--- src/core/ctp_regs.svh ---
`ifndef CTP_REGS_SVH
`define CTP_REGS_SVH

// upper channel control bit positions
`define CTP_UCTL_TFF_BIT    7
`define CTP_UCTL_START_BIT  3
`define CTP_UCTL_MODE_MSB   2
`define CTP_UCTL_MODE_LSB   0

// lower channel control bit positions
`define CTP_LCTL_SRC_MSB    6
`define CTP_LCTL_SRC_LSB    4

// upper channel mode field encodings
`define CTP_MODE_TIMER      3'h4
`define CTP_MODE_EVENT      3'h5
`define CTP_MODE_PWM        3'h6
`define CTP_MODE_PPG        3'h7

// lower channel source encodings
`define CTP_SRC_DIV11       3'h0
`define CTP_SRC_DIV7        3'h1
`define CTP_SRC_DIV5        3'h2
`define CTP_SRC_DIV3        3'h3
`define CTP_SRC_EXT         3'h6

// divider tap positions (divide by 2^(n+1) from bit n)
`define CTP_TAP_DIV11       10
`define CTP_TAP_DIV7        6
`define CTP_TAP_DIV5        4
`define CTP_TAP_DIV3        2

// reset values
`define CTP_CTL_RST         8'h00
`define CTP_CMP_RST         16'h0000

`endif

--- src/core/ctp_pkg.sv ---
package ctp_pkg;
    typedef enum logic [2:0] {
        CTP_TIMER = 3'b100,
        CTP_EVENT = 3'b101,
        CTP_PWM   = 3'b110,
        CTP_PPG   = 3'b111
    } ctp_mode_e;

    typedef logic [15:0] ctp_word_t;
endpackage

--- src/core/ctp_timer16.sv ---
`include "ctp_regs.svh"

//////////////////////////////////////////////////////////////////////////////
module ctp_timer16
    import ctp_pkg::*;
#(
    parameter int CNT_W = 16
) (
    input  wire logic             i_core_clk,
    input  wire logic             i_rst_b,
    input  wire logic [7:0]       i_lower_channel_control,
    input  wire logic [7:0]       i_upper_channel_control,
    input  wire logic             i_upper_ctl_we,
    input  wire logic             i_prescale_extra_divide,
    input  wire logic [CNT_W-1:0] i_period_compare,
    input  wire logic             i_period_we,
    input  wire logic [CNT_W-1:0] i_duty_compare,
    input  wire logic             i_duty_we,
    input  wire logic             i_event_input_pin,
    output logic [CNT_W-1:0]      o_duty_readback,
    output logic [CNT_W-1:0]      o_count,
    output logic                  o_upper_channel_irq,
    output logic                  o_output_flip_flop,
    output logic                  o_pwm_output_pin,
    output logic                  o_pulse_gen_output_pin
);
    //////////////////////////////////////////////////////////////////////////
    // control decode
    logic [CNT_W-1:0] period_active;
    logic [CNT_W-1:0] duty_buffer;
    logic [CNT_W-1:0] duty_active;
    logic [7:0]       lower_count;
    logic [7:0]       upper_count;
    logic             event_prev;
    logic             presc_tick;
    logic             count_en;
    logic             running;
    logic             was_running;
    logic             ext_src;
    logic             lower_carry;
    logic             period_hit;
    logic             duty_hit;
    logic             overflow;
    logic             cycle_end;
    logic             duty_load;
    logic [2:0]       mode_bits;
    logic             ctl_tff;
    ctp_mode_e        mode;

    assign mode_bits = i_upper_channel_control[`CTP_UCTL_MODE_MSB:`CTP_UCTL_MODE_LSB];
    assign running   = i_upper_channel_control[`CTP_UCTL_START_BIT];
    assign ctl_tff   = i_upper_channel_control[`CTP_UCTL_TFF_BIT];
    assign ext_src   = (i_lower_channel_control[`CTP_LCTL_SRC_MSB:`CTP_LCTL_SRC_LSB] == `CTP_SRC_EXT);

    always_comb begin
        case (mode_bits)
            `CTP_MODE_TIMER: mode = CTP_TIMER;
            `CTP_MODE_EVENT: mode = CTP_EVENT;
            `CTP_MODE_PWM:   mode = CTP_PWM;
            `CTP_MODE_PPG:   mode = CTP_PPG;
            default:         mode = CTP_TIMER;
        endcase
    end

    //////////////////////////////////////////////////////////////////////////
    // clock source
    ctp_prescaler #(
        .DIV_W(12)
    ) u_prescaler (
        .i_core_clk     (i_core_clk),
        .i_rst_b        (i_rst_b),
        .i_src_sel      (i_lower_channel_control[`CTP_LCTL_SRC_MSB:`CTP_LCTL_SRC_LSB]),
        .i_extra_divide (i_prescale_extra_divide),
        .o_tick         (presc_tick)
    );

    // input is synchronous; external source relies on slow pulses
    always_ff @(posedge i_core_clk or negedge i_rst_b) begin
        if (!i_rst_b) begin
            event_prev <= 1'b1;
        end else begin
            event_prev <= i_event_input_pin;
        end
    end

    // event mode always external; pwm/ppg choose; timer internal
    always_comb begin
        case (mode)
            CTP_EVENT: count_en = event_prev & ~i_event_input_pin;
            CTP_PWM,
            CTP_PPG:   count_en = ext_src ? (event_prev & ~i_event_input_pin) : presc_tick;
            default:   count_en = presc_tick;
        endcase
        count_en = count_en & running;
    end

    //////////////////////////////////////////////////////////////////////////
    // chained counter and compares
    assign lower_carry = (lower_count == 8'hFF);
    assign period_hit  = ({upper_count, lower_count} == period_active);
    assign duty_hit    = ({upper_count, lower_count} == duty_active);
    assign overflow    = lower_carry & (upper_count == 8'hFF);
    assign cycle_end   = count_en & ((mode == CTP_PWM) ? overflow : period_hit);

    always_ff @(posedge i_core_clk or negedge i_rst_b) begin
        if (!i_rst_b) begin
            lower_count <= 8'h00;
            upper_count <= 8'h00;
        end else if (!running) begin
            // stopped counter clears so restart begins from zero
            lower_count <= 8'h00;
            upper_count <= 8'h00;
        end else if (cycle_end) begin
            lower_count <= 8'h00;
            upper_count <= 8'h00;
        end else if (count_en) begin
            lower_count <= lower_count + 8'h01;
            if (lower_carry) begin
                upper_count <= upper_count + 8'h01;
            end
        end
    end

    always_ff @(posedge i_core_clk or negedge i_rst_b) begin
        if (!i_rst_b) begin
            o_upper_channel_irq <= 1'b0;
        end else begin
            o_upper_channel_irq <= cycle_end;
        end
    end

    //////////////////////////////////////////////////////////////////////////
    // compare registers
    always_ff @(posedge i_core_clk or negedge i_rst_b) begin
        if (!i_rst_b) begin
            period_active <= `CTP_CMP_RST;
        end else if (i_period_we) begin
            period_active <= i_period_compare;
        end
    end

    // load active duty on cycle end or while stopped; outside pwm unbuffered
    assign duty_load = (mode != CTP_PWM) || !running || cycle_end;

    always_ff @(posedge i_core_clk or negedge i_rst_b) begin
        if (!i_rst_b) begin
            duty_buffer <= `CTP_CMP_RST;
        end else if (i_duty_we) begin
            duty_buffer <= i_duty_compare;
        end
    end

    // a write colliding with cycle end lands next cycle end (buffer
    // is sampled before the write); stopped pwm writes follow one cycle later, non-pwm writes at once
    always_ff @(posedge i_core_clk or negedge i_rst_b) begin
        if (!i_rst_b) begin
            duty_active <= `CTP_CMP_RST;
        end else if (duty_load) begin
            duty_active <= (i_duty_we && mode != CTP_PWM) ? i_duty_compare : duty_buffer;
        end
    end

    always_ff @(posedge i_core_clk or negedge i_rst_b) begin
        if (!i_rst_b) begin
            o_duty_readback <= `CTP_CMP_RST;
        end else begin
            o_duty_readback <= duty_active;
        end
    end

    always_ff @(posedge i_core_clk or negedge i_rst_b) begin
        if (!i_rst_b) begin
            o_count <= '0;
        end else begin
            o_count <= {upper_count, lower_count};
        end
    end

    //////////////////////////////////////////////////////////////////////////
    // output flip-flop
    // run state before this edge; tells a stopping write from a later one
    always_ff @(posedge i_core_clk or negedge i_rst_b) begin
        if (!i_rst_b) begin
            was_running <= 1'b0;
        end else begin
            was_running <= running;
        end
    end

    // the write that stops the timer leaves the flop alone so the pin holds;
    // only a later write while stopped loads the init bit
    always_ff @(posedge i_core_clk or negedge i_rst_b) begin
        if (!i_rst_b) begin
            o_output_flip_flop <= 1'b0;
        end else if (i_upper_ctl_we && !running && !was_running) begin
            o_output_flip_flop <= ctl_tff;
        end else if (running && (mode == CTP_PWM || mode == CTP_PPG)) begin
            if (cycle_end) begin
                o_output_flip_flop <= ~o_output_flip_flop;
            end else if (count_en && duty_hit) begin
                o_output_flip_flop <= ~o_output_flip_flop;
            end
        end
    end

    always_ff @(posedge i_core_clk or negedge i_rst_b) begin
        if (!i_rst_b) begin
            o_pwm_output_pin       <= 1'b1;
            o_pulse_gen_output_pin <= 1'b1;
        end else begin
            o_pwm_output_pin       <= ~o_output_flip_flop;
            o_pulse_gen_output_pin <= ~o_output_flip_flop;
        end
    end
endmodule

--- src/core/ctp_prescaler.sv ---
`include "ctp_regs.svh"

// free-running divider giving one-cycle ticks at the chosen rate
module ctp_prescaler
    import ctp_pkg::*;
#(
    parameter int DIV_W = 12
) (
    input  wire logic       i_core_clk,
    input  wire logic       i_rst_b,
    input  wire logic [2:0] i_src_sel,
    input  wire logic       i_extra_divide,
    output logic            o_tick
);
    logic [DIV_W-1:0] div_cnt;
    logic [DIV_W-1:0] div_prev;
    logic [3:0]       tap;
    logic             fell;

    always_ff @(posedge i_core_clk or negedge i_rst_b) begin
        if (!i_rst_b) begin
            div_cnt  <= '0;
            div_prev <= '0;
        end else begin
            div_cnt  <= div_cnt + 1'b1;
            div_prev <= div_cnt;
        end
    end

    // one tap further down when extra divide is set
    always_comb begin
        case (i_src_sel)
            `CTP_SRC_DIV11: tap = 4'(`CTP_TAP_DIV11);
            `CTP_SRC_DIV7:  tap = 4'(`CTP_TAP_DIV7);
            `CTP_SRC_DIV5:  tap = 4'(`CTP_TAP_DIV5);
            default:        tap = 4'(`CTP_TAP_DIV3);
        endcase
        if (i_extra_divide) begin
            tap = tap + 4'h1;
        end
        fell = div_prev[tap] & ~div_cnt[tap];
    end

    always_ff @(posedge i_core_clk or negedge i_rst_b) begin
        if (!i_rst_b) begin
            o_tick <= 1'b0;
        end else begin
            o_tick <= fell;
        end
    end
endmodule

--- config.mk ---
export PLATFORM = sky130hd
export DESIGN_NAME = ctp_timer16
export DESIGN_NICKNAME = d
export VERILOG_FILES = /design/src/core/ctp_pkg.sv /design/src/core/ctp_timer16.sv /design/src/core/ctp_prescaler.sv
export VERILOG_INCLUDE_DIRS = /design/src /design/src/core
export SDC_FILE = /design/constraint.sdc
export NUM_CORES = 1
export LEC_CHECK = 0
export BUFFER_PORTS_ARGS = -buffer_cell sky130_fd_sc_hd__buf_2
export CORE_MARGIN = 2
export CORE_UTILIZATION = 48
export CTS_BUF_LIST = sky130_fd_sc_hd__clkbuf_4 sky130_fd_sc_hd__clkbuf_8
export DETAILED_ROUTE_END_ITERATION = 8
export HOLD_SLACK_MARGIN = 0.06
export PLACE_DENSITY = 0.71
export SLEW_MARGIN = 30
export SYNTH_ARGS = -nofsm -noshare
export SYNTH_HDL_FRONTEND = slang
export SYNTH_SLANG_ARGS = --single-unit
--- constraint.sdc ---
create_clock -name i_core_clk -period 4.5 [get_ports i_core_clk]
set_clock_uncertainty 0.2 [all_clocks]
set_input_delay 0.45 -clock i_core_clk [delete_from_list [all_inputs] [get_ports i_core_clk]]
set_output_delay 0.45 -clock i_core_clk [all_outputs]
set_load 0.005 [all_outputs]
Yosys cells after proc, flatten, opt, wreduce, memory -nomap -nowiden
Cells that the tools add are included.
{ "totals": {"output_inout_bits": 36, "n_memories": 0, "romBits": 0, "latchBits": 0, "inputBits": 55, "register_bits": 126, "mem_bits_rw": 0} }
{ "op_classes": {"mul": 0, "eq_ne": 16, "order_cmp": 1, "bitwise_logic": 8, "reduce_logical": 16, "shift": 0, "n_mux": 22, "n_div": 0, "add_sub_neg": 4} }
{ "op_table": {"columns": ["cell", "count"], "rows": [
  ["two-way mux 8 bit", 7],
  ["equality test 16 bit", 2],
  ["equality test 3 bit (second input constant)", 7],
  ["adder 8 x 1 -> 8 bit (second input constant)", 2],
  ["equality test 8 bit (second input constant)", 2],
  ["two-way mux 16 bit", 1],
  ["adder 12 x 1 -> 12 bit (second input constant)", 1],
  ["case mux 4 bit (3 select lines)", 1],
  ["binary-select mux 1 bit (select 4 bit)", 2],
  ["two-way mux 1 bit", 8],
  ["!= test 3 x 1 -> 1 bit (second input constant)", 2],
  ["case mux 2 bit (3 select lines)", 1],
  ["AND 1 bit", 5],
  ["logical AND 1 bit", 5],
  ["< comparator 4 x 5 -> 1 bit (second input constant)", 1],
  ["adder 4 x 1 -> 4 bit (second input constant)", 1],
  ["two-way mux 4 bit", 1],
  ["AND reduction 2 bit", 2],
  ["equality test 3 x 1 -> 1 bit (second input constant)", 1],
  ["equality test 3 x 2 -> 1 bit (second input constant)", 1],
  ["logical NOT 3 bit", 1],
  ["logical OR 1 bit", 3],
  ["!= test 3 bit (second input constant)", 1],
  ["inverter 1 bit", 3],
  ["5 further kinds", 6]
]} }

Logic depth before layout (Yosys ltp)
{ "logic_depth": {"depth_word": 11, "mapped_depth": 9} }

Cells and area by module
Synthesis repeated with hierarchy kept, for this count alone.
{ "hier_totals": {"hier_cells": 414, "area_unflattened_um2": 5132.4} }
{ "modules_own_cells": {"columns": ["module", "seq_area_each_um2", "area_per_inst_um2", "cells_per_inst", "n_inst"], "rows": [
  ["ctp_timer16", 2529.9, 4325.4, 352, 1],
  ["ctp_prescaler", 525.5, 807.0, 62, 1]
]} }

Worst setup path before layout
Ideal clock, no wire load.
{ "synth_path": {"path_kind": "reg-to-reg", "startpoint": "register lower_count[0]", "endpoint": "register duty_active[10]", "path_buffers": 2, "synth_period_minus_slack_ns": 2.567, "t_required_ns": 4.175, "setup_ns": 0.125, "arrival_time_ns": 2.242, "path_slack_ns": 1.933, "path_stages_with_launch": 10, "cell_sequence": "dfrtp_1 > ha_1 > nand3_1 > nor4_1 > nand3_1 > o221ai_2 > or3_1 > buf_6 > buf_12 > mux2_4"} }
{ "synth_via": {"elab_chain_len": 5, "elab_cells_between_ends": 6} }
{ "synth_rtl": {"columns": ["item", "line", "rtl"], "rows": [
  ["start: declaration", "ctp_timer16.sv:32", "logic [7:0] lower_count;"],
  ["start signal: assignment", "ctp_timer16.sv:117", "lower_count <= lower_count + 8'h01;"],
  ["equality test 8 bit", "ctp_timer16.sv:99", "assign lower_carry = (lower_count == 8'hFF);"],
  ["AND 1 bit", "ctp_timer16.sv:102", "assign overflow = lower_carry & (upper_count == 8'hFF);"],
  ["two-way mux 1 bit (*)", "ctp_timer16.sv:103", "assign cycle_end = count_en & ((mode == CTP_PWM) ? overflow : period_hit);"],
  ["AND 1 bit (*)", "ctp_timer16.sv:103", null],
  ["logical OR 1 bit (*)", "ctp_timer16.sv:143", "assign duty_load = (mode != CTP_PWM) || !running || cycle_end;"],
  ["end signal: assignment", "ctp_timer16.sv:157", "duty_active <= `CTP_CMP_RST;"],
  ["end signal: assignment", "ctp_timer16.sv:159", "duty_active <= (i_duty_we && mode != CTP_PWM) ? i_duty_compare : duty_buffer;"],
  ["end: declaration", "ctp_timer16.sv:31", "logic [CNT_W-1:0] duty_active;"]
]} }
Every way passes the cells marked *; elsewhere a longest branch is shown, timed or not.
A chain may end at the register's enable or synchronous reset.

Final worst setup path
{ "layout_path": {"startpoint": "register lower_count[1]", "endpoint": "register duty_active[0]"} }
Same word-level chain as after synthesis.

==> impl_metrics.json <==
{
  "fin_tns_setup_ps": 0,
  "grtUsageTotal_pct": 21.0,
  "synthesis.area_um2": 5170,
  "gp_congestion": 0.826,
  "p_per_area_nw_per_um2": 371,
  "setup_viol": 0,
  "finalMaxSlewViolations": 0,
  "crit_path_top_delay_cell": "dfrtp_1",
  "fmax_ghz": 0.318,
  "floorplan.io_pins": 91,
  "synth_area_per_cell_um2": 13.4,
  "grt_pass1_wl_um": 18400,
  "overflow": 0,
  "synth_commonest_cells": "120 x dfrtp_1, 54 x mux2_2, 32 x xor2_1, 13 x nand3_1, 13 x nor2_1",
  "start_util_pct": 49.7,
  "leakagePower_nw": 3.09,
  "rsz0062_at_grt": "false",
  "cp_slowest_stage_delay_ps": 540,
  "synth_cells": 386,
  "synth_edf_count": 0,
  "ys_seq_area_share_pct": 59.1,
  "crit_chain": "ha_1 -> nand3_1 -> nor4_1 -> nand3_1 -> o221ai_2 -> or3_1 -> buf_4 -> mux2_2",
  "synth_most_common_cell": "dfrtp_1",
  "vias_per_cell": 5.28,
  "die_w_um": 108,
  "hold_path.class": "in -> reg",
  "status": "finished clean",
  "fin_crit_sh_pct": 69.9,
  "antenna_cells": 0,
  "worst_slew_margin_rel_pct": 44.5,
  "final_layout_size_suffix_gt1_share_pct": 36.1,
  "crit_top_cell": "nand3_1",
  "first_iter_violations": 176,
  "cp.required_ps": 4620,
  "synth.area.top_cells": "dfrtp_1 58%, mux2_2 12%, xor2_1 5.4%, mux2_4 2.9%, xnor2_1 1.9%",
  "grt_pass1_vias": 3710,
  "ys_ff_latch": 122,
  "htree_levels": 4,
  "num_rows": 37,
  "vias": 3478,
  "synth.distinct_cells": 52,
  "cts_root_buffer": "clkbuf_8",
  "worst_pin_slew_ps": 831,
  "maxCapViolations": 0,
  "grt_max_degree": 47,
  "yosys_warnings": 0,
  "port_buffers": 82,
  "antenna_left": 0,
  "path_class": "reg -> reg",
  "core_um2": 10400,
  "antenna_found_initial": 0,
  "cts_setup_buffers": 0,
  "yosysTopAreaCell": "dfrtp_1",
  "clk_latency_ps": 440,
  "cts_tree": "done",
  "period_needed_ps": 3150,
  "path_clk_slew_ps": 70,
  "avgRoutedWirePerCell_um": 16.6,
  "async_flop_share_pct": 100,
  "peakVddDrop_mv": 0.221,
  "dr.pass1.iters": 4,
  "final_net_count": 568,
  "numCtsBuffers": 17,
  "clock-sinks": 122,
  "placed_cells": 591,
  "die_y_um": 108,
  "finalHoldViolCount": 0,
  "synthFlopType": "dfrtp_1",
  "synth_fp_nets": 444,
  "crit_path_start_kind": "flop",
  "stdcell_count": 659,
  "fp.dieArea_um2": 11600,
  "synth_top_area_share_pct": 58.0,
  "crit_fanout": 16,
  "crit_arrival_ps": 3260,
  "route.detailed.drc": 0,
  "area_growth_pct": 23.7,
  "routed_wirelength_um": 11000,
  "dp_hpwl_um": 7370,
  "crit_path_end_kind": "flop",
  "cts_buffer_depth": 2
}
==> area by class of cell <==
type	count	area (um2)
clock buffers	18	248
clock inverters	14	97.6
well taps	136	170
inverters	12	45.0
repair buffers	122	803
multi-input cells	235	1980
fillers	828	4020
flip-flops and latches	122	3060
==> logic make-up (layout without fill, tap and decap cells) <==
family                   after synthesis  in the layout  synth area share [%]
AND/OR/NAND/NOR                       77             77                  8.39
buffers and inverters                 29            166                  2.68
XOR/XNOR                              43             43                  7.28
flip-flops                           122            122                  59.1
multiplexers                          67             67                  15.3
adder cells (fa/ha/maj)                3              3                 0.726
AO/OA/AOI/OAI                         45             45                  6.60
==> flip-flops by register name, indices dropped and copies added (netlist names), 8 cells and up <==
register	count
duty_active	16
duty_buffer	16
lower_count	8
o_count	16
o_duty_readback	16
period_active	16
u_prescaler.div_cnt	12
u_prescaler.div_prev	8
upper_count	8
==> final timing paths <==
kind / startpoint / slack (ps) / to / cells after the start
setup / recovery: lower_count[1] / 1350 / duty_active[0] / 8
hold / removal: i_lower_channel_control[6] / 140 / u_prescaler.o_tick / 2
setup reg to reg: lower_count[1] / 1350 / duty_active[0] / 8
hold reg to reg: duty_active[0] / 220 / o_duty_readback[0] / 0
max in group asynchronous: i_rst_b / 2790 / o_pulse_gen_output_pin / 3
min in group asynchronous: i_rst_b / 370 / o_duty_readback[12] / 2
==> power breakdown <==
group | switching, mW | internal, mW | total, mW
Sequential | 0.0681 | 1.18 | 1.25
Clock | 0.450 | 0.394 | 0.844
Combinational | 0.125 | 0.157 | 0.282
==> per-layer routing <==
| layer | wire length (um) | GRT usage [%] |
|---|---|---|
| met1 | 5030 | 27.8 |
| met2 | 5360 | 33.6 |
| met3 | 415 | 6.17 |
| met4 | 157 | 6.41 |
| met5 | 0 | 0 |
==> cell usage in the layout, fill, tap and decap left out, types with 4 or more instances in the layout <==
| master | n |
|---|---|
| clkbuf_8 | 18 |
| nor4_1 | 8 |
| o21ai_0 | 7 |
| mux2_4 | 10 |
| nand4_1 | 4 |
| buf_4 | 5 |
| inv_1 | 12 |
| a31oi_1 | 11 |
| dfrtp_1 | 120 |
| clkinv_2 | 5 |
| mux2_2 | 54 |
| and3_1 | 10 |
| nor2_1 | 13 |
| xor2_1 | 32 |
| nor2b_1 | 8 |
| nand3_1 | 13 |
| dlygate4sd3_1 | 36 |
| a22o_1 | 4 |
| nand2_1 | 8 |
| buf_2 | 81 |
| clkinvlp_4 | 5 |
| xnor2_1 | 11 |
==> per-stage QoR <==
step | setup slack [ps] | power [mW] | area, um2 | utilization (%) | hold slack [ps]
after floorplan | 1930 | 1.41 | 5170 | - | -45.6
after global placement | 1480 | 1.52 | 5690 | 54.7 | 201
after detailed placement | 1380 | 1.53 | 5690 | 54.7 | 207
after CTS | 1350 | 2.40 | 6400 | 61.4 | 98.6
after global routing | 1080 | 2.50 | 6400 | 61.4 | 128
final | 1350 | 2.37 | 6400 | 61.4 | 136
==> worst max-delay path: cells and delay by family, from the launching register on <==
family                   cells  cell delay (ps)
AO/OA/AOI/OAI                1              380
adder cells (fa/ha/maj)      1              260
buffers and inverters        1              290
flip-flops                   1              540
multiplexers                 1              370
AND/OR/NAND/NOR              4              990
==> repair_timing <==
action | 4_1_cts | 5_1_grt
endpoints found under the hold margin | 79 | 0
gates resized for setup | 0 | 0
endpoints found under the setup margin | 0 | 0
hold buffers | 36 | 0
(Power assumes the default switching activity.)
